===== config.mk =====
export PLATFORM = sky130hd
export DESIGN_NAME = nims_irq_ctrl
export DESIGN_NICKNAME = d
export VERILOG_FILES = /design/src/common/nims_pkg.sv /design/src/design/nims_irq_ctrl.sv /design/src/design/nims_wrap_detect.sv /design/src/design/nims_heartbeat_mon.sv
export SDC_FILE = /design/constraint.sdc
export NUM_CORES = 1
export LEC_CHECK = 0
export BUFFER_PORTS_ARGS = -buffer_cell sky130_fd_sc_hd__buf_2
export CORE_UTILIZATION = 45
export CTS_BUF_LIST = sky130_fd_sc_hd__clkbuf_16
export CTS_CLUSTER_DIAMETER = 150
export DETAILED_ROUTE_END_ITERATION = 6
export PLACE_DENSITY = 0.77
export SYNTH_ARGS = -nofsm -noshare
export SYNTH_HDL_FRONTEND = slang
export SYNTH_SLANG_ARGS = --single-unit
export TNS_END_PERCENT = 100

===== constraint.sdc =====
create_clock -name ref_clk -period 2.1 [get_ports ref_clk]
set_input_delay 0.105 -clock ref_clk [delete_from_list [all_inputs] [get_ports ref_clk]]
set_output_delay 0.105 -clock ref_clk [all_outputs]
set_load 0.1 [all_outputs]

===== src/common/nims_pkg.sv =====
// constants shared by the interrupt mask and status block
`default_nettype none
package nims_pkg;
  // register port
  localparam int REG_ADDR_W = 6;
  localparam int REG_DATA_W = 16;
  localparam logic [5:0] MASK_ADDR = 6'h04;
  localparam logic [5:0] STATUS_ADDR = 6'h05;
  localparam logic [15:0] STATUS_RESET = 16'h0000;
  localparam logic [15:0] MASK_RESET = 16'h0000;
  // bit 15 is fixed at zero in both registers
  localparam logic [15:0] IMPL_BITS = 16'h7fff;
  // status / mask bit positions
  localparam int BUS_RETRY_BIT = 14;
  localparam int HEARTBEAT_BIT = 13;
  localparam int FILTER_DONE_BIT = 12;
  localparam int PROG_IRQ_BIT = 11;
  localparam int PKT_IN_BIT = 10;
  localparam int TX_DONE_BIT = 9;
  localparam int TX_FAULT_BIT = 8;
  localparam int TIMER_WRAP_BIT = 7;
  localparam int DESC_EMPTY_BIT = 6;
  localparam int RES_EMPTY_BIT = 5;
  localparam int BUF_OVF_BIT = 4;
  localparam int CRC_TALLY_BIT = 3;
  localparam int ALIGN_TALLY_BIT = 2;
  localparam int MISSED_TALLY_BIT = 1;
  localparam int RX_OVERRUN_BIT = 0;
  // counter widths
  localparam int TIMER_W = 32;
  localparam int TALLY_W = 16;
  // heartbeat window
  localparam int CLK_PERIOD_PS = 25000;
  localparam int HB_WINDOW_PS = 6400000;
  localparam int HB_WINDOW_CYC = (HB_WINDOW_PS + CLK_PERIOD_PS - 1) / CLK_PERIOD_PS;
  localparam int HB_CNT_W = 9;
  localparam logic [8:0] HB_WINDOW_LAST = 9'(HB_WINDOW_CYC - 1);
  typedef enum logic [1:0] {
    NIMS_HB_IDLE = 2'b00,
    NIMS_HB_WATCH = 2'b01
  } nims_hb_e;
endpackage : nims_pkg
`default_nettype wire


===== src/design/nims_irq_ctrl.sv =====
// interrupt mask and status registers of the network controller
//
// Contract
// [RULE1] mask bit 7 lets a timer wrap from zero to all ones interrupt
// [RULE2] mask bit 6 lets receive descriptors exhausted interrupt
// [RULE3] mask bit 5 lets receive resources exhausted interrupt
// [RULE4] mask bit 4 lets receive buffer area overflow interrupt
// [RULE5] mask bit 3 lets crc tally wrap to zero interrupt
// [RULE6] mask bit 2 lets alignment tally wrap to zero interrupt
// [RULE7] mask bit 1 lets missed packet tally wrap to zero interrupt
// [RULE8] mask bit 0 lets receive fifo overrun interrupt
// [RULE9] status reaches the pin only through its mask bit
// [RULE10] writing one clears a status bit, writing zero does nothing
// [RULE11] status clears on hardware reset, survives software reset
// [RULE12] bit 14 marks bus retry; latched mode: master only, dma held
// [RULE13] unlatched mode resumes dma without waiting for the clear
// [RULE14] bit 13 marks missing heartbeat within 6.4 us after transmit
// [RULE15] bit 12 marks address filter load finished
// [RULE16] bit 11 marks programmed interrupt flag seen in tx config
// [RULE17] bit 10 marks packet received after sequence field written
// [RULE18] bit 9 marks list end, halt, or transmit abort
// [RULE19] transmit done bit set only after tx status field written
// [RULE20] mask clears on hardware reset, each one bit enables
// [RULE21] pin active whenever status and mask share a set bit
`default_nettype none
module nims_irq_ctrl (
  input wire logic ref_clk,
  input wire logic rst_n,
  // software reset leaves both registers alone
  input wire logic soft_reset,
  // register port
  input wire logic [nims_pkg::REG_ADDR_W-1:0] reg_addr,
  input wire logic reg_wr,
  input wire logic reg_rd,
  input wire logic [nims_pkg::REG_DATA_W-1:0] reg_wdata,
  output logic [nims_pkg::REG_DATA_W-1:0] reg_rdata,
  // bus retry
  input wire logic bus_retry_input,
  input wire logic bus_master,
  input wire logic latched_retry_mode,
  output logic dma_hold,
  // transmit side
  input wire logic tx_end,
  input wire logic col_heartbeat_pin,
  input wire logic tx_config_read,
  input wire logic programmed_irq_bit,
  input wire logic end_of_list_flag,
  input wire logic halt_tx_cmd,
  input wire logic byte_count_mismatch,
  input wire logic too_many_collisions,
  input wire logic tx_fifo_underrun,
  input wire logic too_much_deferral,
  input wire logic tx_status_written,
  // receive side and filter
  input wire logic filter_load_done,
  input wire logic rx_seq_written,
  input wire logic rx_desc_exhausted,
  input wire logic rx_res_exhausted,
  input wire logic rx_buf_overflow,
  input wire logic rx_fifo_overrun,
  // counters
  input wire logic timer_step,
  input wire logic [nims_pkg::TIMER_W-1:0] timer_value,
  input wire logic crc_tally_step,
  input wire logic [nims_pkg::TALLY_W-1:0] crc_tally_value,
  input wire logic align_tally_step,
  input wire logic [nims_pkg::TALLY_W-1:0] align_tally_value,
  input wire logic missed_tally_step,
  input wire logic [nims_pkg::TALLY_W-1:0] missed_tally_value,
  // interrupt pin
  output logic irq
);
  import nims_pkg::*;

  logic [15:0] irq_status_reg_r;
  logic [15:0] irq_status_reg_nxt;
  logic [15:0] irq_enable_reg_r;
  logic [15:0] set_vec;
  logic [15:0] clr_vec;
  logic status_wr;
  logic mask_wr;
  logic col_meta_r;
  logic col_sync_r;
  logic hb_lost;
  logic timer_wrap;
  logic crc_wrap;
  logic align_wrap;
  logic missed_wrap;
  logic tx_done_pend_r;
  logic tx_fault_pend_r;
  logic tx_abort;
  logic tx_done_cause;
  logic retry_set;
  logic soft_reset_seen_r;

  ////////////////////////////////////////////////////////////////////////
  // address decode
  assign status_wr = reg_wr & (reg_addr == STATUS_ADDR);
  assign mask_wr = reg_wr & (reg_addr == MASK_ADDR);

  ////////////////////////////////////////////////////////////////////////
  // heartbeat pin arrives from the transceiver, so it is synchronised
  always_ff @(posedge ref_clk) begin
    if (!rst_n) begin
      col_meta_r <= 1'b0;
      col_sync_r <= 1'b0;
    end else begin
      col_meta_r <= col_heartbeat_pin;
      col_sync_r <= col_meta_r;
    end
  end

  // [RULE14] heartbeat window
  nims_heartbeat_mon u_hb (
    .ref_clk(ref_clk),
    .rst_n(rst_n),
    .tx_end(tx_end),
    .col_seen(col_sync_r),
    .hb_lost(hb_lost)
  );

  ////////////////////////////////////////////////////////////////////////
  // counter wrap detection
  // [RULE1] timer wraps downward
  nims_wrap_detect #(
    .WIDTH(TIMER_W),
    .COUNT_DOWN(1'b1)
  ) u_timer_wrap (
    .ref_clk(ref_clk),
    .rst_n(rst_n),
    .step(timer_step),
    .value(timer_value),
    .wrap(timer_wrap)
  );

  // [RULE5] crc tally wrap
  nims_wrap_detect #(
    .WIDTH(TALLY_W),
    .COUNT_DOWN(1'b0)
  ) u_crc_wrap (
    .ref_clk(ref_clk),
    .rst_n(rst_n),
    .step(crc_tally_step),
    .value(crc_tally_value),
    .wrap(crc_wrap)
  );

  // [RULE6] alignment tally wrap
  nims_wrap_detect #(
    .WIDTH(TALLY_W),
    .COUNT_DOWN(1'b0)
  ) u_align_wrap (
    .ref_clk(ref_clk),
    .rst_n(rst_n),
    .step(align_tally_step),
    .value(align_tally_value),
    .wrap(align_wrap)
  );

  // [RULE7] missed packet tally wrap
  nims_wrap_detect #(
    .WIDTH(TALLY_W),
    .COUNT_DOWN(1'b0)
  ) u_missed_wrap (
    .ref_clk(ref_clk),
    .rst_n(rst_n),
    .step(missed_tally_step),
    .value(missed_tally_value),
    .wrap(missed_wrap)
  );

  ////////////////////////////////////////////////////////////////////////
  // transmit completion waits for the descriptor status write
  assign tx_abort = byte_count_mismatch | too_many_collisions |
                    tx_fifo_underrun | too_much_deferral;
  // [RULE18] done causes
  assign tx_done_cause = end_of_list_flag | halt_tx_cmd | tx_abort;

  // [RULE19] hold cause until status written
  always_ff @(posedge ref_clk) begin
    if (!rst_n) begin
      tx_done_pend_r <= 1'b0;
      tx_fault_pend_r <= 1'b0;
    end else if (tx_status_written) begin
      tx_done_pend_r <= 1'b0;
      tx_fault_pend_r <= 1'b0;
    end else begin
      tx_done_pend_r <= tx_done_pend_r | tx_done_cause;
      tx_fault_pend_r <= tx_fault_pend_r | tx_abort;
    end
  end

  ////////////////////////////////////////////////////////////////////////
  // event vector
  // [RULE12] latched mode sets only as master
  assign retry_set = bus_retry_input & (bus_master | ~latched_retry_mode);

  always_comb begin
    set_vec = 16'h0000;
    set_vec[BUS_RETRY_BIT] = retry_set;
    set_vec[HEARTBEAT_BIT] = hb_lost;
    // [RULE15] filter load done
    set_vec[FILTER_DONE_BIT] = filter_load_done;
    // [RULE16] programmed interrupt
    set_vec[PROG_IRQ_BIT] = tx_config_read & programmed_irq_bit;
    // [RULE17] packet received
    set_vec[PKT_IN_BIT] = rx_seq_written;
    // [RULE19] done after status write
    set_vec[TX_DONE_BIT] = tx_status_written & (tx_done_pend_r | tx_done_cause);
    set_vec[TX_FAULT_BIT] = tx_status_written & (tx_fault_pend_r | tx_abort);
    set_vec[TIMER_WRAP_BIT] = timer_wrap;
    // [RULE2] descriptors exhausted
    set_vec[DESC_EMPTY_BIT] = rx_desc_exhausted;
    // [RULE3] resources exhausted
    set_vec[RES_EMPTY_BIT] = rx_res_exhausted;
    // [RULE4] buffer area exceeded
    set_vec[BUF_OVF_BIT] = rx_buf_overflow;
    set_vec[CRC_TALLY_BIT] = crc_wrap;
    set_vec[ALIGN_TALLY_BIT] = align_wrap;
    set_vec[MISSED_TALLY_BIT] = missed_wrap;
    // [RULE8] fifo overrun
    set_vec[RX_OVERRUN_BIT] = rx_fifo_overrun;
  end

  // [RULE10] write one to clear
  assign clr_vec = status_wr ? (reg_wdata & IMPL_BITS) : 16'h0000;

  ////////////////////////////////////////////////////////////////////////
  // status bits: a set in the clearing cycle wins over the clear
  genvar gi;
  generate
    for (gi = 0; gi < 16; gi++) begin : g_status
      always_comb begin
        irq_status_reg_nxt[gi] = IMPL_BITS[gi] &
          (set_vec[gi] | (irq_status_reg_r[gi] & ~clr_vec[gi]));
      end
    end
  endgenerate

  // [RULE11] hardware reset only
  always_ff @(posedge ref_clk) begin
    if (!rst_n) begin
      irq_status_reg_r <= STATUS_RESET;
    end else begin
      irq_status_reg_r <= irq_status_reg_nxt;
    end
  end

  // [RULE20] mask register
  always_ff @(posedge ref_clk) begin
    if (!rst_n) begin
      irq_enable_reg_r <= MASK_RESET;
    end else if (mask_wr) begin
      irq_enable_reg_r <= reg_wdata & IMPL_BITS;
    end
  end

  // software reset is accepted but changes neither register
  always_ff @(posedge ref_clk) begin
    if (!rst_n) begin
      soft_reset_seen_r <= 1'b0;
    end else begin
      soft_reset_seen_r <= soft_reset;
    end
  end

  ////////////////////////////////////////////////////////////////////////
  // read port, one cycle latency; unmapped addresses read zero
  always_ff @(posedge ref_clk) begin
    if (!rst_n) begin
      reg_rdata <= 16'h0000;
    end else if (reg_rd) begin
      unique case (reg_addr)
        STATUS_ADDR: reg_rdata <= irq_status_reg_r;
        MASK_ADDR: reg_rdata <= irq_enable_reg_r;
        default: reg_rdata <= 16'h0000;
      endcase
    end
  end

  ////////////////////////////////////////////////////////////////////////
  // [RULE12] latched retry holds dma until cleared
  // [RULE13] unlatched mode never holds
  assign dma_hold = latched_retry_mode & irq_status_reg_r[BUS_RETRY_BIT];

  // [RULE9] masked contribution
  // [RULE21] pin from status and mask
  // soft reset has no say here, so a pending interrupt survives it
  assign irq = |(irq_status_reg_r & irq_enable_reg_r);
endmodule : nims_irq_ctrl
`default_nettype wire


===== src/design/nims_wrap_detect.sv =====
// one-cycle pulse when a counter wraps on its next step
`default_nettype none
module nims_wrap_detect #(
  parameter int WIDTH = 16,
  parameter bit COUNT_DOWN = 1'b0
) (
  input wire logic ref_clk,
  input wire logic rst_n,
  input wire logic step,
  input wire logic [WIDTH-1:0] value,
  output logic wrap
);
  import nims_pkg::*;

  logic edge_val;

  ////////////////////////////////////////////////////////////////////////
  // up counters wrap from all ones, down counters from all zeros
  assign edge_val = COUNT_DOWN ? (value == '0) : (value == '1);

  always_ff @(posedge ref_clk) begin
    if (!rst_n) begin
      wrap <= 1'b0;
    end else begin
      wrap <= step & edge_val;
    end
  end
endmodule : nims_wrap_detect
`default_nettype wire


===== src/design/nims_heartbeat_mon.sv =====
// watches for the collision heartbeat after each transmission
`default_nettype none
module nims_heartbeat_mon (
  input wire logic ref_clk,
  input wire logic rst_n,
  input wire logic tx_end,
  input wire logic col_seen,
  output logic hb_lost
);
  import nims_pkg::*;

  nims_hb_e state_r;
  logic [HB_CNT_W-1:0] cnt_r;

  ////////////////////////////////////////////////////////////////////////
  // [RULE14] heartbeat window check
  always_ff @(posedge ref_clk) begin
    if (!rst_n) begin
      state_r <= NIMS_HB_IDLE;
      cnt_r <= '0;
      hb_lost <= 1'b0;
    end else begin
      hb_lost <= 1'b0;
      unique case (state_r)
        NIMS_HB_IDLE: begin
          if (tx_end) begin
            state_r <= NIMS_HB_WATCH;
            cnt_r <= '0;
          end
        end
        NIMS_HB_WATCH: begin
          if (col_seen) begin
            state_r <= NIMS_HB_IDLE;
          end else if (cnt_r == HB_WINDOW_LAST) begin
            state_r <= NIMS_HB_IDLE;
            hb_lost <= 1'b1;
          end else begin
            cnt_r <= cnt_r + 9'h001;
          end
        end
      endcase
    end
  end
endmodule : nims_heartbeat_mon
`default_nettype wire


# --- Word-level counts from Yosys, hierarchy flattened ---
# Cells that the tools add are included.
totals:
  regBits: 67
  inputBits: 131
  output_inout_bits: 18
  elab_cells: 113
op_classes:
  add_sub_neg: 1
  n_eq_ne: 11
  mux: 11
  n_bitwise: 68
  reduce_logical: 7
ops:
  columns: ["op", "count"]
  rows:
  - ["$eq A16 B16 Y1 const B", 3]
  - ["$logic_not A32 Y1", 1]
  - ["$pmux W16 S2", 1]
  - ["$mux W9", 3]
  - ["$and A1 B1 Y1", 26]
  - ["$or A1 B1 Y1", 23]
  - ["$not A1 Y1", 18]
  - ["$pmux W9 S2", 1]
  - ["$and A16 B15 Y16", 1]
  - ["$reduce_or A16 Y1", 1]
  - ["$mux W15", 1]
  - ["$eq A6 B3 Y1 const B", 2]
  - ["$add A9 B1 Y9 const B", 1]
  - ["$eq A9 B8 Y1 const B", 1]
  - ["$mux W2", 3]
  - ["$ne A2 B2 Y1 const B", 3]
  - ["$pmux W2 S2", 1]
  - ["$ne A3 B2 Y1 const B", 1]
  - ["$reduce_and A3 Y1", 1]
  - ["$reduce_or A3 Y1", 1]
  - ["$eq A2 B1 Y1 const B", 1]
  - ["$logic_not A2 Y1", 1]
  - ["$reduce_and A2 Y1", 1]
  - ["$reduce_or A2 Y1", 1]
  - ["$mux W1", 1]

# --- Depth between registers and ports, before layout ---
logic_depth:
  ltp_word: 7
  ltp_mapped: 8
  mapped_depth_nobuf: 7

# --- Cells and area by module ---
# A second synthesis with hierarchy kept.
hier_totals:
  hier_cells: 324
  area_unflattened_um2: 2919.0
by_module_without_submodules:
  columns: ["mod", "instances", "cells_each", "area_each_um2", "seq_area_each_um2"]
  rows:
  - ["nims_irq_ctrl", 1, 225, 2044.5, 980.9]
  - ["nims_heartbeat_mon", 1, 63, 570.5, 220.2]
  - ["nims_wrap_detect at u_align_wrap ...", 3, 7, 65.1, 20.0]
  - ["nims_wrap_detect at u_timer_wrap", 1, 15, 108.9, 20.0]

# --- Worst setup path after synthesis ---
# No wires, ideal clock.
synth_timing:
  path_type: "register -> register"
  from: "reg u_hb.cnt_r[0]"
  to: "reg u_hb.cnt_r[8]"
  setup_ns: 0.070
  arrival_ns: 1.844
  t_required_ns: 2.030
  path_slack_ns: 0.185
  path_stages_with_launch: 9
  path_cell_list: "dfxtp_1 ha_1 nand3_1 nor2_1 ha_1 or3b_1 clkbuf_1 or2_2 a21oi_1"
synth_between:
  elab_chain_cells: 4
synth_lines:
  columns: ["element", "line_no", "text"]
  rows:
  - ["start: declaration", "nims_heartbeat_mon.sv:13", "logic [HB_CNT_W-1:0] cnt_r;"]
  - ["start signal: assignment", "nims_heartbeat_mon.sv:38", "cnt_r <= cnt_r + 9'h001;"]
  - ["$add A9 B1 Y9", "nims_heartbeat_mon.sv:38", null]
  - ["$mux W9", "nims_heartbeat_mon.sv:34", "end else if (cnt_r == HB_WINDOW_LAST) begin"]
  - ["$mux W9", "nims_heartbeat_mon.sv:32", "if (col_seen) begin"]
  - ["$pmux W9 S2", "nims_heartbeat_mon.sv:24", "unique case (state_r)"]
# Several ways; a longest one is shown, not always the timed one. The select of a mux whose other input is x is not followed.
# A chain may end at the register's enable or synchronous reset.

# --- Final worst setup path ---
layout_timing:
  from: "reg u_hb.cnt_r[0]"
  to: "reg u_hb.cnt_r[5]"
# Same word-level chain as after synthesis.

==> impl_metrics.json <==
{
  "vias_per_cell": 5.680,
  "ys_ff_latch": 64,
  "yosysUniqueCellTypes": 46,
  "numCtsBuffers": 9,
  "ff2ff_path_depth": 7,
  "routabilityCongestion": 0.7972,
  "antenna_found_initial": 0,
  "post_cts.repair.setup_buffers": 0,
  "grt_pass1_wl_um": 14150,
  "synth_top_area_share_pct": 42.02,
  "crit_arrival_ns": 2.21,
  "rrSetupSlack_ns": 0.15,
  "yosys-top-cells-count": "dfxtp_1 (64), a21oi_1 (34), nand3_1 (30)",
  "violations": "design-rule violations",
  "path_delay_family": "simple AND/OR/NAND/NOR gates",
  "worstHoldStart": "reg_wdata[13]",
  "finalCritPeriodShare_pct": 92.95,
  "clkPwrFrac_pct": 49.7,
  "synth_mux_area_share_pct": 7.058,
  "synth-xor-area-share_pct": 0,
  "synth_warnings": 0,
  "io_buffers": 145,
  "synth_compound_area_share_pct": 17.69,
  "yosysMostFrequentCell": "dfxtp_1",
  "period_needed_ns": 1.952,
  "core_mm2": 0.006459,
  "clk-insertion-delay-late_ns": 0.33,
  "grt_setup_unrepaired": "true",
  "hold_depth": 2,
  "timing_worst_setup_path_type": "register to register",
  "grt_max_degree": 31,
  "max-slew-margin-rel_pct": 53.35,
  "syn-cell-area_mm2": 0.003049,
  "slowest_stage": "or3b_4",
  "intPower_w": 0.002426,
  "cts_tree": "done",
  "io_pins": 149,
  "p_leak_nw": 1.783,
  "cp_max_fo": 14,
  "worst_setup_path_end_kind": "register",
  "netlist_instances": 348,
  "max_freq_mhz": 512.3,
  "floorplan.die.width_um": 84.32,
  "globalRouteTotalUtil_pct": 24.99,
  "drt_iter0_drc": 185,
  "die_h_um": 84.32,
  "synth_flop_cell": "dfxtp_1",
  "drc": 3,
  "path_cells": "ha_1 > nand3_1 > nor2_1 > ha_1 > or3b_4 > a211oi_1 > mux2i_1",
  "crit_required_ns": 2.36,
  "drive_gt1_share_pct": 36.65,
  "run_status": "finished with violations",
  "reg2reg_to": "u_hb.cnt_r[5]",
  "final-hold-violation-count": 0,
  "cts_buffer_depth": 2,
  "drt-total-wl_um": 8648,
  "ant_nets": 0,
  "drtPass1Iterations": 7,
  "antenna_cells": 0,
  "stdcell_count": 579,
  "drv_cap": 0,
  "synth_top_family_by_area": "simple AND/OR/NAND/NOR gates",
  "swShare_pct": 22.76,
  "cts_sinks": 64,
  "dr_total_vias": 3289,
  "path_common_cell": "ha_1",
  "synth_area_leaders": "dfxtp_1 (42%), a21oi_1 (5.6%), nand3_1 (4.9%)",
  "finalPower_w": 0.003141,
  "synthesis.area_per_instance_um2": 8.762,
  "ir_worst_vdd_mv": 0.4520,
  "first_global_vias": 3112,
  "power_frac_comb_pct": 10.3,
  "dp.final_hpwl_um": 6231,
  "syn2layout_area_growth_pct": 39.02,
  "yosysSeqAreaShare_pct": 42.02,
  "wl_per_cell_um": 14.94,
  "hold_end": "irq_status_reg_r[13]",
  "cts_root_buf": "clkbuf_16",
  "final_nets": 630,
  "yosysTopAreaCell": "dfxtp_1",
  "worst_slew_pin_slew_ns": 0.6997,
  "slew_violations": 0,
  "p_switching_w": 0.0007149,
  "r2r-start": "u_hb.cnt_r[0]",
  "start_util_pct": 47.21,
  "h-tree-depth": 3,
  "grt_overflow": 0,
  "power.density_mw_per_mm2": 740.9,
  "clkTransAtPathRegs_ns": 0.05,
  "clock_skew_ns": 0.005816,
  "synth_edf_count": 0,
  "min_path_type": "input pin to register",
  "dieArea_mm2": 0.007109,
  "syn_nets": 481,
  "async_flop_share_pct": 0,
  "dp_cells": 551,
  "synth_fa_ha_area_share_pct": 0.8207,
  "yosys.area_share.simple_pct": 26.67,
  "crit_path_start_kind": "register",
  "cp.buffers_inverters": 0,
  "setup-violations-final": 0,
  "power_frac_seq_pct": 40.0,
  "rows": 29,
  "slowest_delay_ns": 0.48
}
## cells in the final DEF (no fill, tap or decap), types with 2 or more instances in the layout
cell             n
nand4b_1        12
mux2i_1          8
nor2_1           7
and4_1           3
mux2_2          12
ha_1             2
buf_4            6
nand4_1         12
nor4b_1          5
nand3_1         30
a21oi_1         34
o21ai_0         27
and4b_1          2
clkinv_2         3
nand3b_1         5
nor4_1          12
o22ai_1          2
a22oi_1          4
and2_1           3
dlygate4sd3_1   12
and3_1           2
buf_2          145
a211oi_1         3
bufinv_16        2
clkbuf_16        9
o21a_1           5
nand2b_1        14
dfxtp_1         64
nand2_1          9
or2_2            2
inv_1           16
a31oi_1         11
nor2b_1          3
## registers in the layout, summed over array words and instances, names as in the netlist
signal / count
irq_status_reg_r: 15
col_sync_r: 1
u_align_wrap.wrap: 1
u_crc_wrap.wrap: 1
tx_done_pend_r: 1
u_hb.hb_lost: 1
tx_fault_pend_r: 1
u_timer_wrap.wrap: 1
reg_rdata: 15
irq_enable_reg_r: 15
u_hb.state_r: 1
u_missed_wrap.wrap: 1
u_hb.cnt_r: 9
col_meta_r: 1
## worst reg2reg max path, cell delays in order, from the launching register on
cell      delay, ns
dfxtp_1        0.33
ha_1           0.24
nand3_1        0.09
nor2_1         0.05
ha_1           0.20
or3b_4         0.48
a211oi_1       0.28
mux2i_1        0.21
## kinds of logic (layout without fill, tap and decap cells)
family / Yosys count / count (layout)
simple gates: 127 / 127
compound gates: 93 / 93
flops: 64 / 64
buf+inv: 41 / 195
mux: 20 / 20
fa+ha+maj: 2 / 2
other cells: 1 / 1
## what timing repair did
| item | CTS | global route |
|---|---|---|
| hold buffers | 12 | 0 |
| resized for setup | 1 | 0 |
| endpoints found under the setup margin | 2 | 1 |
| endpoints found under the hold margin | 12 | 0 |
## stage by stage
| step | hold slack, ns | setup TNS [ns] | util [%] | worst slack (ns) | instance area [um2] |
|---|---|---|---|---|---|
| floorplan | 0.2059 | 0 | - | 0.1851 | 3049 |
| global placement | 0.3094 | 0 | 58.91 | 0.08377 | 3805 |
| detailed placement | 0.3112 | 0 | 58.91 | 0.006636 | 3805 |
| CTS | 0.001234 | 0 | 65.63 | 0.1320 | 4239 |
| global route | 0.02439 | -0.0007772 | 65.63 | -0.0007772 | 4239 |
| finish | 0.008808 | 0 | 65.63 | 0.1480 | 4239 |
## power by group through the flow
stage	clock [W]	sequential (W)	combinational [W]
detailed placement	0	0.00128	0.000302
CTS	0.00158	0.00126	0.000322
finish	0.00156	0.00126	0.000324
global route	0.00164	0.00126	0.000353
floorplan	0	0.00128	0.000146
global placement	0	0.00128	0.000295
## cell type report
type	instances	area, um2
Timing Repair Buffer	163	890.9
Clock inverter	7	86.33
Inverter	16	60.06
Multi-Input combinational cell	243	1599
Clock buffer	9	225.2
Sequential cell	64	1281
Fill cell	541	2220
Tap cell	77	96.34
## layer usage
| metal | up-vias | routed length [um] | global-route usage (%) |
|---|---|---|---|
| li1 | 1600 | - | - |
| met2 | 175 | 4315 | 43.89 |
| met3 | 18 | 669 | 4.720 |
| met5 | - | 0 | 0 |
| met1 | 1496 | 3477 | 29.93 |
| met4 | 0 | 186 | 10.50 |
## worst max-delay path by stage
stage                       start            end  slack [ns]  cells after the start
global placement    u_hb.cnt_r[0]  u_hb.cnt_r[7]        0.08                      7
finish              u_hb.cnt_r[0]  u_hb.cnt_r[5]        0.15                      7
floorplan           u_hb.cnt_r[0]  u_hb.cnt_r[8]        0.19                      8
CTS                 u_hb.cnt_r[0]  u_hb.cnt_r[5]        0.13                      7
global route        u_hb.cnt_r[0]  u_hb.cnt_r[7]     -0.0008                      7
detailed placement  u_hb.cnt_r[0]  u_hb.cnt_r[5]       0.007                      7
Power figures use the tool's default switching activity.
